[config.mk]
export PLATFORM = sky130hd
export DESIGN_NAME = t16_top
export DESIGN_NICKNAME = d
export VERILOG_FILES = /design/src/inc/t16_pkg.sv /design/src/inc/t16_cnt_if.sv /design/src/rtl/t16_chan.sv /design/src/rtl/t16_top.sv
export SDC_FILE = /design/constraint.sdc
export NUM_CORES = 2
export LEC_CHECK = 0
export BUFFER_PORTS_ARGS = -buffer_cell sky130_fd_sc_hd__buf_2
export CAP_MARGIN = 5
export CORE_UTILIZATION = 45
export DETAILED_ROUTE_END_ITERATION = 16
export SLEW_MARGIN = 20
export SYNTH_ARGS = -nofsm -noshare
export SYNTH_HDL_FRONTEND = slang
export SYNTH_SLANG_ARGS = --single-unit
[constraint.sdc]
create_clock -name i_clk -period 21 [get_ports i_clk]
set_input_delay 2.1 -clock i_clk [delete_from_list [all_inputs] [get_ports i_clk]]
set_output_delay 2.1 -clock i_clk [all_outputs]
set_load 0.02 [all_outputs]
[src/inc/t16_pkg.sv]
package t16_pkg;

    // channel geometry
    localparam int N_CH    = 23;
    localparam int N_MR    = 24;
    localparam int CW      = 16;
    localparam int CYC_MR  = 23;
    localparam int CAPTURE_CHANNEL_ZERO_BIT = 24;
    localparam int FLAG_W  = 25;
    localparam int MODE_W  = 2;

    // register byte offsets
    localparam logic [7:0] OFS_CTRL      = 8'h00;
    localparam logic [7:0] OFS_TC        = 8'h08;
    localparam logic [7:0] OFS_MR_FIRST  = 8'h20;
    localparam logic [7:0] OFS_MR_LAST   = 8'h7C;
    localparam logic [7:0] OFS_EXT_MATCH = 8'h80;
    localparam logic [7:0] OFS_OUT_MODE0 = 8'h84;
    localparam logic [7:0] OFS_OUT_MODE1 = 8'h88;
    localparam logic [7:0] OFS_IRQ_EN    = 8'h94;
    localparam logic [7:0] OFS_PWM_MODE  = 8'h9C;
    localparam logic [7:0] OFS_PIN_ROUTE = 8'hA0;
    localparam logic [7:0] OFS_RAW_FLAGS = 8'hA4;
    localparam logic [7:0] OFS_IRQ_CLEAR = 8'hA8;

    // control register fields
    localparam int CTRL_RUN_BIT = 0;
    localparam int CTRL_RST_BIT = 1;

    // output mode field: 16 channels in the first word, the rest in the second
    localparam int MODE_LO_BITS = 32;
    localparam int MODE_HI_BITS = 14;

    // reset values
    localparam logic [31:0] RST_ZERO = 32'h0000_0000;

    // output mode encodings
    localparam logic [1:0] MODE_PWM1 = 2'h0;
    localparam logic [1:0] MODE_PWM2 = 2'h1;
    localparam logic [1:0] MODE_LOW  = 2'h2;
    localparam logic [1:0] MODE_HIGH = 2'h3;

    // most channels that may run as PWM at once
    localparam int PWM_MAX = 4;

endpackage : t16_pkg

[src/inc/t16_cnt_if.sv]
`timescale 1ns/1ns
interface t16_cnt_if;
    logic [15:0] tc;
    logic        run;
    logic        wrap;
    logic        ce;

    modport src  (output tc, output run, output wrap, output ce);
    modport chan (input  tc, input  run, input  wrap, input  ce);
endinterface : t16_cnt_if

[src/rtl/t16_chan.sv]
`timescale 1ns/1ns
module t16_chan
(
    t16_cnt_if.chan          cnt,
    input  wire logic        i_clk,
    input  wire logic        i_rst,
    input  wire logic [15:0] i_match_val,
    input  wire logic [1:0]  i_mode,
    input  wire logic        i_pwm_on,
    input  wire logic        i_ext_lvl,
    input  wire logic        i_route,
    input  wire logic        i_gpio_out,
    input  wire logic        i_gpio_oe,
    output logic             o_hit,
    output logic             o_pin_out,
    output logic             o_pin_oe
);
    logic wave_q;
    logic lvl;
    logic drive;

    assign o_hit = cnt.run && (cnt.tc == i_match_val);

    // the cycle wrap wins over a match in the same cycle, so a channel
    // whose match equals the cycle length keeps its wave low
    always_ff @(posedge i_clk or posedge i_rst)
    begin
        if (i_rst)
            wave_q <= 1'b0;
        else if (cnt.ce)
        begin
            if (cnt.wrap)
                wave_q <= 1'b0;
            else if (o_hit)
                wave_q <= 1'b1;
        end
    end

    always_comb
    begin
        case (i_mode)
            t16_pkg::MODE_PWM1: lvl = wave_q;
            t16_pkg::MODE_PWM2: lvl = ~wave_q;
            t16_pkg::MODE_LOW:  lvl = 1'b0;
            t16_pkg::MODE_HIGH: lvl = 1'b1;
            default:            lvl = 1'b0;
        endcase
    end

    assign drive = i_pwm_on ? lvl : i_ext_lvl;

    // pin registered: gpio path also sees one cycle of latency
    always_ff @(posedge i_clk or posedge i_rst)
    begin
        if (i_rst)
        begin
            o_pin_out <= 1'b0;
            o_pin_oe  <= 1'b0;
        end
        else if (cnt.ce)
        begin
            o_pin_out <= i_route ? drive : i_gpio_out;
            o_pin_oe  <= i_route ? 1'b1  : i_gpio_oe;
        end
    end

endmodule : t16_chan

[src/rtl/t16_top.sv]
// The address-and-strobe port was chosen for this implementation.
`timescale 1ns/1ns
// Overview of operation
// - each match output is independently PWM or driven by its external-match bit
// - at most four channels run as PWM at once, lowest enabled channels win
// - a separate match register sets the PWM cycle length
// - a counter match on a non-cycle register drives that PWM output high in mode 1, low in mode 2
// - a match on the cycle-length register returns the counter to zero
// - a mode-1 PWM output is cleared and a mode-2 one set when the counter returns to zero
// - pin route bit clear gives the pin to gpio, set gives it the match output
// - a routed pin shows PWM if its mode bit is set and it wins a PWM slot, else the external level
// - pin route register resets to zero, bits 31 to 23 read zero
// - raw flags are kept unmasked, only enabled flags request an interrupt
// - capture channel zero event sets a read-only raw flag at bit 24
// - match channel events set read-only raw flags at their own bit positions
// - the PWM mode select register picks external level or PWM per channel
// - writing one to the clear register clears a raw flag, zero does nothing
// - a two-bit mode picks PWM mode 1, mode 2, forced low or forced high
module t16_top
#(
    parameter int N_PWM_MAX = t16_pkg::PWM_MAX
)
(
    input  wire logic        i_clk,
    input  wire logic        i_rst,
    input  wire logic        i_ce,
    input  wire logic [7:0]  i_addr,
    input  wire logic [31:0] i_wdata,
    input  wire logic        i_wr,
    input  wire logic        i_rd,
    output logic      [31:0] o_rdata,
    input  wire logic        i_capture_channel_zero,
    input  wire logic [22:0] i_gpio_out,
    input  wire logic [22:0] i_gpio_oe,
    output logic      [22:0] o_pin_out,
    output logic      [22:0] o_pin_oe,
    output logic             o_irq
);
    localparam int NC = t16_pkg::N_CH;
    localparam int NM = t16_pkg::N_MR;
    localparam int FW = t16_pkg::FLAG_W;

    logic [1:0]                ctrl_q;
    logic [t16_pkg::CW-1:0]    tc_q;
    logic [t16_pkg::CW-1:0]    mr_q [NM];
    logic [NC-1:0]             ext_q;
    logic [2*NC-1:0]           mode_q;
    logic [FW-1:0]             ie_q;
    logic [NC-1:0]             pwm_en_q;
    logic [NC-1:0]             route_q;
    logic [FW-1:0]             ris_q;
    logic [FW-1:0]             ris_d;
    logic [31:0]               rdata_q;
    logic                      cap_s1_q;
    logic                      cap_s2_q;
    logic                      cap_s3_q;
    logic                      cap_evt;
    logic                      run;
    logic                      cyc_hit;
    logic                      sw_clr;
    logic                      wrap;
    logic [NM-1:0]             hit;
    logic [NC-1:0]             pwm_grant;
    logic [4:0]                pwm_cnt;
    logic                      mr_sel;
    logic [4:0]                mr_idx;
    logic [FW-1:0]             clr;
    logic [31:0]               rd_mux;

    t16_cnt_if cnt_bus ();

    assign run     = ctrl_q[t16_pkg::CTRL_RUN_BIT];
    assign mr_sel  = (i_addr >= t16_pkg::OFS_MR_FIRST) && (i_addr <= t16_pkg::OFS_MR_LAST)
                     && (i_addr[1:0] == 2'h0);
    assign mr_idx  = 5'((i_addr - t16_pkg::OFS_MR_FIRST) >> 2);
    assign sw_clr  = i_wr && (i_addr == t16_pkg::OFS_CTRL) && i_wdata[t16_pkg::CTRL_RST_BIT];

    // cycle-length register is kept apart from the output channels
    assign cyc_hit = run && (tc_q == mr_q[t16_pkg::CYC_MR]);
    assign wrap    = cyc_hit || sw_clr;
    assign hit[t16_pkg::CYC_MR] = cyc_hit;

    assign cnt_bus.tc   = tc_q;
    assign cnt_bus.run  = run;
    assign cnt_bus.wrap = wrap;
    assign cnt_bus.ce   = i_ce;

    always_ff @(posedge i_clk or posedge i_rst)
    begin
        if (i_rst)
            ctrl_q <= 2'h0;
        else if (i_ce && i_wr && i_addr == t16_pkg::OFS_CTRL)
            ctrl_q <= {1'b0, i_wdata[t16_pkg::CTRL_RUN_BIT]};
    end

    // counter: a software write of the count loses to a wrap in the same cycle
    always_ff @(posedge i_clk or posedge i_rst)
    begin
        if (i_rst)
            tc_q <= t16_pkg::CW'(t16_pkg::RST_ZERO);
        else if (i_ce)
        begin
            if (wrap)
                tc_q <= t16_pkg::CW'(t16_pkg::RST_ZERO);
            else if (i_wr && i_addr == t16_pkg::OFS_TC)
                tc_q <= i_wdata[t16_pkg::CW-1:0];
            else if (run)
                tc_q <= tc_q + 16'h0001;
        end
    end

    always_ff @(posedge i_clk or posedge i_rst)
    begin
        if (i_rst)
        begin
            for (int k = 0; k < NM; k++)
                mr_q[k] <= t16_pkg::CW'(t16_pkg::RST_ZERO);
        end
        else if (i_ce && i_wr && mr_sel)
            mr_q[mr_idx] <= i_wdata[t16_pkg::CW-1:0];
    end

    // output configuration and interrupt enable registers
    always_ff @(posedge i_clk or posedge i_rst)
    begin
        if (i_rst)
        begin
            ext_q    <= NC'(t16_pkg::RST_ZERO);
            mode_q   <= (2*NC)'(t16_pkg::RST_ZERO);
            pwm_en_q <= NC'(t16_pkg::RST_ZERO);
            route_q  <= NC'(t16_pkg::RST_ZERO);
            ie_q     <= FW'(t16_pkg::RST_ZERO);
        end
        else if (i_ce && i_wr)
        begin
            case (i_addr)
                t16_pkg::OFS_EXT_MATCH: ext_q <= i_wdata[NC-1:0];
                t16_pkg::OFS_OUT_MODE0:
                    mode_q[t16_pkg::MODE_LO_BITS-1:0] <= i_wdata;
                t16_pkg::OFS_OUT_MODE1:
                    mode_q[2*NC-1:t16_pkg::MODE_LO_BITS] <= i_wdata[t16_pkg::MODE_HI_BITS-1:0];
                t16_pkg::OFS_IRQ_EN:    ie_q <= i_wdata[FW-1:0];
                t16_pkg::OFS_PWM_MODE:  pwm_en_q <= i_wdata[NC-1:0];
                t16_pkg::OFS_PIN_ROUTE: route_q <= i_wdata[NC-1:0];
                default: ;
            endcase
        end
    end

    // only the lowest enabled channels up to the limit get a PWM waveform;
    // the rest fall back to their external-match level
    always_comb
    begin
        pwm_cnt = 5'h00;
        for (int k = 0; k < NC; k++)
        begin
            pwm_grant[k] = pwm_en_q[k] && (pwm_cnt < 5'(N_PWM_MAX));
            if (pwm_en_q[k])
                pwm_cnt = pwm_cnt + 5'h01;
        end
    end

    // capture input comes from a pin, so it is synchronised first
    always_ff @(posedge i_clk or posedge i_rst)
    begin
        if (i_rst)
        begin
            cap_s1_q <= 1'b0;
            cap_s2_q <= 1'b0;
            cap_s3_q <= 1'b0;
        end
        else if (i_ce)
        begin
            cap_s1_q <= i_capture_channel_zero;
            cap_s2_q <= cap_s1_q;
            cap_s3_q <= cap_s2_q;
        end
    end

    assign cap_evt = cap_s2_q && !cap_s3_q;

    // raw flags: a new event beats a clear written in the same cycle
    assign clr = (i_wr && i_addr == t16_pkg::OFS_IRQ_CLEAR) ? i_wdata[FW-1:0] : FW'(t16_pkg::RST_ZERO);

    always_comb
    begin
        ris_d = ris_q & ~clr;
        ris_d[NM-1:0] = ris_d[NM-1:0] | hit;
        ris_d[t16_pkg::CAPTURE_CHANNEL_ZERO_BIT] = ris_d[t16_pkg::CAPTURE_CHANNEL_ZERO_BIT] | cap_evt;
    end

    always_ff @(posedge i_clk or posedge i_rst)
    begin
        if (i_rst)
            ris_q <= FW'(t16_pkg::RST_ZERO);
        else if (i_ce)
            ris_q <= ris_d;
    end

    assign o_irq = |(ris_q & ie_q);

    always_comb
    begin
        rd_mux = t16_pkg::RST_ZERO;
        if (mr_sel)
            rd_mux = 32'(mr_q[mr_idx]);
        else
        begin
            case (i_addr)
                t16_pkg::OFS_CTRL:      rd_mux = 32'(ctrl_q);
                t16_pkg::OFS_TC:        rd_mux = 32'(tc_q);
                t16_pkg::OFS_EXT_MATCH: rd_mux = 32'(ext_q);
                t16_pkg::OFS_OUT_MODE0: rd_mux = mode_q[t16_pkg::MODE_LO_BITS-1:0];
                t16_pkg::OFS_OUT_MODE1: rd_mux = 32'(mode_q[2*NC-1:t16_pkg::MODE_LO_BITS]);
                t16_pkg::OFS_IRQ_EN:    rd_mux = 32'(ie_q);
                t16_pkg::OFS_PWM_MODE:  rd_mux = 32'(pwm_en_q);
                t16_pkg::OFS_PIN_ROUTE: rd_mux = 32'(route_q);
                t16_pkg::OFS_RAW_FLAGS: rd_mux = 32'(ris_q);
                default:                rd_mux = t16_pkg::RST_ZERO;
            endcase
        end
    end

    // read data stands only in the cycle after the strobe
    always_ff @(posedge i_clk or posedge i_rst)
    begin
        if (i_rst)
            rdata_q <= t16_pkg::RST_ZERO;
        else if (i_ce)
            rdata_q <= i_rd ? rd_mux : t16_pkg::RST_ZERO;
    end

    assign o_rdata = rdata_q;

    generate
        for (genvar g = 0; g < NC; g++)
        begin : g_ch
            t16_chan u_chan
            (
                .cnt         (cnt_bus.chan),
                .i_clk       (i_clk),
                .i_rst       (i_rst),
                .i_match_val (mr_q[g]),
                .i_mode      (mode_q[2*g+1:2*g]),
                .i_pwm_on    (pwm_grant[g]),
                .i_ext_lvl   (ext_q[g]),
                .i_route     (route_q[g]),
                .i_gpio_out  (i_gpio_out[g]),
                .i_gpio_oe   (i_gpio_oe[g]),
                .o_hit       (hit[g]),
                .o_pin_out   (o_pin_out[g]),
                .o_pin_oe    (o_pin_oe[g])
            );
        end
    endgenerate

endmodule : t16_top

### Yosys cells after proc, flatten, opt, wreduce, memory -nomap -nowiden

Index checks and enable logic that the tools add are counted.

* register bits: 670
* bits in latches: 0
* memory bits (writable): 0
* bits in read-only memories: 0
* input bits: 92
* output and inout port bits: 79
* logic and storage cells: 598
* memories kept: 0

* add/sub/neg operators: 23
* multipliers: 0
* div/mod/pow operators: 0
* order comparisons: 26
* equal/unequal tests: 102
* shift-type cells: 0
* multiplexer cells: 173
* bitwise gates (word level): 29
* reductions and logical operators: 139

Operators by type and width (number)
* $bwmux W384: 1
* $eq A16 B16 Y1: 24
* $pmux W32 S9: 1
* $mux W1: 116
* $lt A5 B3 Y1 const B: 22
* $add A5 B1 Y5 const B: 21
* $mux W5: 21
* $mux W16: 6
* $eq A2 B2 Y1 const B: 46
* $pmux W1 S4: 23
* $bmux W16 S5: 1
* $demux W16 S5: 1
* $eq A8 B8 Y1 const B: 8
* $mux W32: 2
* $reduce_and A2 Y1: 30
* $logic_and A1 B1 Y1: 57
* $and A25 B25 Y25: 2
* $logic_not A2 Y1: 24
* $eq A2 B1 Y1 const B: 23
* $reduce_bool A2 Y1: 23
* $mux W25: 1
* $not A25 Y25: 1
* $reduce_or A25 Y1: 1
* $or A24 B24 Y24: 1
* other kinds (14): 36

### Logic depth before layout (Yosys ltp)

* word-level depth: 47
* mapped depth: 58
* gate-level depth less buffers: 58

### Modules after synthesis

A second synthesis with hierarchy kept.

* cell total of the unflattened synthesis: 3532
* area, all modules: 39870.7 um^2

By module, submodules not included
* t16_top: times used 1, cells an instance 2428, area an instance 30834.6 um^2, sequential area each 15039.4 um^2
* t16_chan: times used 23, cells an instance 48, area an instance 392.9 um^2, sequential area each 75.1 um^2

### Worst setup path after synthesis

No wires, ideal clock.

* kind: register -> register
* start: register pwm_en_q[0]
* end: register g_ch[22].u_chan.o_pin_out
* library setup time: 0.119 ns
* arrival time: 10.491 ns
* data required time: 20.881 ns
* setup slack: 10.391 ns
* cell stages (with the launch flop): 55
* buffers on the path: 0
* period minus slack after synthesis: 10.609 ns
* cells stage by stage: dfrtp_1 > inv_1 > ha_1 > xor2_1 > ha_1 > nand3b_1 > mux2_2 > o211ai_2 > ha_1 > xnor2_1 > a21o_1 > nor3_1 > nor3_1 > or2_2 > ha_1 > nand2b_1 > nand3_1 > nand3_1 > (+19 left out) > ha_1 > xnor2_1 > o221ai_1 > a21oi_1 > inv_1 > ha_1 > nand3_1 > a21boi_1 > o21ba_2 > a211oi_1 > o31ai_1 > xor2_1 > mux2i_1 > xor2_1 > mux2_2 > o31a_1 > o221a_1 > a21bo_1

* cells in the longest elaborated chain, start to end: 47

RTL lines
* from (decl): line t16_top.sv:49 `logic [NC-1:0] pwm_en_q;`
* from (signal assigned): line t16_top.sv:130 `pwm_en_q <= NC'(t16_pkg::RST_ZERO);`
* from (signal assigned): line t16_top.sv:143 `t16_pkg::OFS_PWM_MODE: pwm_en_q <= i_wdata[NC-1:0];`
* $mux W1 *: line t16_top.sv:158 `if (pwm_en_q[k])`
* $add A5 B1 Y5: line t16_top.sv:159 `pwm_cnt = pwm_cnt + 5'h01;`
* $mux W5 *: line t16_top.sv:158
* $add A5 B1 Y5: line t16_top.sv:159
* $mux W5 *: line t16_top.sv:158
* $add A5 B1 Y5: line t16_top.sv:159
* $mux W5 *: line t16_top.sv:158
* $add A5 B1 Y5: line t16_top.sv:159
* (+31 left out)
* $add A5 B1 Y5: line t16_top.sv:159
* $mux W5 *: line t16_top.sv:158
* $add A5 B1 Y5: line t16_top.sv:159
* $mux W5 *: line t16_top.sv:158
* $lt A5 B3 Y1 *: line t16_top.sv:157 `pwm_grant[k] = pwm_en_q[k] && (pwm_cnt < 5'(N_PWM_MAX));`
* $logic_and A1 B1 Y1 *: line t16_top.sv:157
* $mux W1 *: line t16_chan.sv:50 `assign drive = i_pwm_on ? lvl : i_ext_lvl;`
* $mux W1 *: line t16_chan.sv:62 `o_pin_out <= i_route ? drive : i_gpio_out;`
* to (signal assigned): line t16_chan.sv:62
* to (decl): line t16_chan.sv:15 `output logic o_pin_out,`

Mark *: on every way between the ends. The rest lies on a longest branch, timed or not.
A chain may end at the register's enable or synchronous reset.

### Final worst setup path

* start: register pwm_en_q[1]
* end: register g_ch[22].u_chan.o_pin_out

* cells in the longest elaborated chain, start to end: 45

RTL lines (line)
* $mux W5 *: t16_top.sv:158
* $add A5 B1 Y5: t16_top.sv:159
* $mux W5 *: t16_top.sv:158
* $add A5 B1 Y5: t16_top.sv:159
* $mux W5 *: t16_top.sv:158
* $add A5 B1 Y5: t16_top.sv:159
* $mux W5 *: t16_top.sv:158
* $add A5 B1 Y5: t16_top.sv:159
* (+29 left out)
* $add A5 B1 Y5: t16_top.sv:159
* $mux W5 *: t16_top.sv:158
* $add A5 B1 Y5: t16_top.sv:159
* $mux W5 *: t16_top.sv:158
* $lt A5 B3 Y1 *: t16_top.sv:157
* $logic_and A1 B1 Y1 *: t16_top.sv:157
* $mux W1 *: t16_chan.sv:50
* $mux W1 *: t16_chan.sv:62

Marks and branches as above.

==> flow_summary.json <==
{
  "tightest_slew_ps": 1126,
  "die_h_um": 294.9,
  "cts_tree": "yes",
  "yosys.area.top_type": "dfrtp_1",
  "violations": "design-rule violations",
  "finalHoldViolations": 0,
  "root_buffer": "clkbuf_16",
  "grt_max_degree": 125,
  "cts_made_buffers": 79,
  "syn_avg_cell_area_um2": 11.58,
  "maxCapViolations": 0,
  "area_delta_synth_final_pct": 10.40,
  "worstSkewPairLatency_ps": 650,
  "power_density_mw_per_mm2": 77.00,
  "cpPeakStageDelay_ps": 510,
  "ioPinCount": 171,
  "regArea_mm2": 0.01677,
  "cp.arrival_ps": 12900,
  "final_layout_size_suffix_gt1_share_pct": 30.99,
  "power_leakage_nw": 21.58,
  "synth_top_area_share_pct": 43.42,
  "synth.top_cells.by_area": "dfrtp_1 43%, mux2_2 16%, xor2_1 9.1%, mux4_2 6.6%, clkbuf_1 1.8%",
  "drt_iter0_markers": 2598,
  "min_period_over_period_pct": 58.97,
  "yosysWarningCount": 0,
  "ys_seq_area_share_pct": 43.42,
  "nets": 3464,
  "core_area_mm2": 0.08515,
  "finalPower_w": 0.003283,
  "hold_buffers": 0,
  "io_buffers": 170,
  "cts.path.max_buffers": 3,
  "status": "finished with violations",
  "grt_pass1_vias": 28400,
  "synth_area_mm2": 0.03862,
  "setup-violations-final": 0,
  "gp_congestion": 0.9307,
  "worst_slack_ps": 8617,
  "synth-seq-cells": 670,
  "drv_slew": 0,
  "grtUsageTotal_pct": 30.00,
  "die_area_mm2": 0.08699,
  "overflow": 0,
  "start_util_pct": 45.35,
  "required_ps": 21520,
  "vias": 28060,
  "clock-skew-final_ps": 33.70,
  "dp_hpwl_um": 88110,
  "row_count": 107,
  "relSlewSlack_pct": 24.77,
  "ant_nets": 0,
  "cts_setup_buffers": 0,
  "via_per_inst": 6.165,
  "rsz0062_at_grt": "false",
  "cts_resized": 0,
  "synth_edf_count": 0,
  "clk_pin_slew_ps": 60,
  "synth_cell_types": 93,
  "dr.pass1.iters": 12,
  "multiInputGateArea_mm2": 0.02039,
  "post-route-min-period_ps": 12380,
  "wire_per_inst_um": 28.49,
  "routed_wl_um": 129700,
  "clock_sink_count": 670,
  "dp_slack_ps": 8711,
  "cts-htree-levels": 3,
  "path_max_fanout": 7,
  "finalSetupTns_ps": 0,
  "synthFlopType": "dfrtp_1",
  "slowest_stage": "or4_1",
  "grt_first_pass_wirelength_um": 192400,
  "vdd_drop_max_mv": 0.05714,
  "cp-start-kind": "flip-flop",
  "drc": 6,
  "crit_top_cell": "ha_1",
  "holdWs_ps": 484.3,
  "antenna_found_initial": 10,
  "synth.net_count": 3452,
  "holdCritPathClass": "flip-flop to flip-flop",
  "syn_inst": 3335,
  "fp.dieW_um": 294.9,
  "critPathKind": "flip-flop to flip-flop",
  "fmax_mhz": 80.76,
  "crit_path_end_kind": "flip-flop",
  "fillers": 7673,
  "synthArstFlopShare_pct": 100.0
}
-- critical path, delay by kind of cell (launching register included) --
| family | cells | cell delay (ps) |
|---|---|---|
| buffers and inverters | 3 | 220 |
| and+or+nand+nor | 14 | 2610 |
| muxes | 4 | 1160 |
| AOI/OAI and AO/OA | 16 | 3140 |
| adders and majority gates | 9 | 2890 |
| DFF | 1 | 460 |
| xor gates and xnor gates | 8 | 1750 |
-- routing by layer --
| metal | global-route usage (%) | vias up | routed length, µm |
|---|---|---|---|
| li1 | - | 12040 | - |
| met1 | 40.20 | 14600 | 53870 |
| met2 | 47.49 | 1133 | 59830 |
| met3 | 5.338 | 284 | 9432 |
| met4 | 13.62 | 10 | 6498 |
| met5 | 0 | - | 59 |
-- final timing paths --
check	slack, ps	cells past startpoint	endpoint	from
max	8620	54	g_ch[22].u_chan.o_pin_out$_DFFE_PP0P_	pwm_en_q[1]$_DFFE_PP0P_
min	480	1	g_ch[12].u_chan.wave_q$_DFFE_PP0P_	g_ch[12].u_chan.wave_q$_DFFE_PP0P_
max in group asynchronous	15110	6	o_rdata[26]$_DFFE_PP0P_	i_rst
min in group asynchronous	1640	2	mr_q[69]$_DFFE_PP0P_	i_rst
min reg2reg	480	1	g_ch[12].u_chan.wave_q$_DFFE_PP0P_	g_ch[12].u_chan.wave_q$_DFFE_PP0P_
max reg2reg	8620	54	g_ch[22].u_chan.o_pin_out$_DFFE_PP0P_	pwm_en_q[1]$_DFFE_PP0P_
-- power breakdown --
group          internal (W)  total (W)  switching [W]
combinational      0.000187   0.000505       0.000318
clock              0.000789    0.00136       0.000574
sequential          0.00135    0.00142      0.0000615
-- kinds of logic (layout without fill, tap and decap cells) --
group	after synthesis	after routing	synth area share (%)
other	0	4	0
muxes	694	694	23.38
buffers and inverters	354	423	3.937
and+or+nand+nor	629	629	8.265
xor gates and xnor gates	490	490	11.79
DFF	670	670	43.42
AOI/OAI and AO/OA	472	472	8.375
adders and majority gates	26	26	0.8359
-- registers in the layout, indices dropped and copies added, names as in the netlist, 16 cells and up --
register / cells
ie_q: 25
g_ch.u_chan.o_pin_out: 23
g_ch.u_chan.wave_q: 23
mode_q: 46
pwm_en_q: 23
g_ch.u_chan.o_pin_oe: 23
ris_q: 25
route_q: 23
o_rdata: 32
cnt_bus.tc: 16
ext_q: 23
mr_q: 384
-- placed cells by master (no fill, tap or decap), types with 79 or more instances in the layout --
cell type	netlist	final
nor2_1	148	130
buf_2	9	167
mux2_2	533	533
a21oi_1	95	95
mux4_2	113	113
xor2_1	400	400
nand2_1	131	131
nor4_1	79	79
clkbuf_16	0	81
dfrtp_1	670	670
-- cell type report --
type,count,area share [%]
Timing Repair Buffer,225,2.999
Multi-Input combinational cell,2311,47.82
Clock buffer,115,5.406
Clock inverter,23,0.5253
Antenna cell,4,0.02348
Sequential cell,670,39.33
Tap cell,1144,3.357
Inverter,60,0.5459
-- per-stage QoR --
stage | std cells | instance area [µm²] | utilization [%]
finish | 4552 | 42630 | 50.07
CTS | 4548 | 42620 | 50.06
global route | 4548 | 42620 | 50.06
global placement | 4410 | 40090 | 47.09
floorplan | 3335 | 38620 | -
detailed placement | 4410 | 40090 | 47.09
-- cells in the mapped netlist, drive strengths merged (7+ instances only) --
cell type  instances
clkbuf           187
or4                9
dfrtp            670
or2                7
and3              18
o2bb2ai           19
ha                25
and2              12
a21o              27
nand4             30
buf              107
nor2             148
o22ai             36
nor4              79
nor3b             17
a31oi             27
nor3              65
o21a              25
nand2            134
a22oi             59
o21ai             78
nand3             33
o31ai             10
a221oi            25
nand3b             7
a22o              16
mux2             533
nand2b            15
mux4             113
inv               60
xnor2             79
mux2i             48
xor2             405
nor2b             41
a21oi             96
Note: power is estimated with default switching activity, not from simulation.
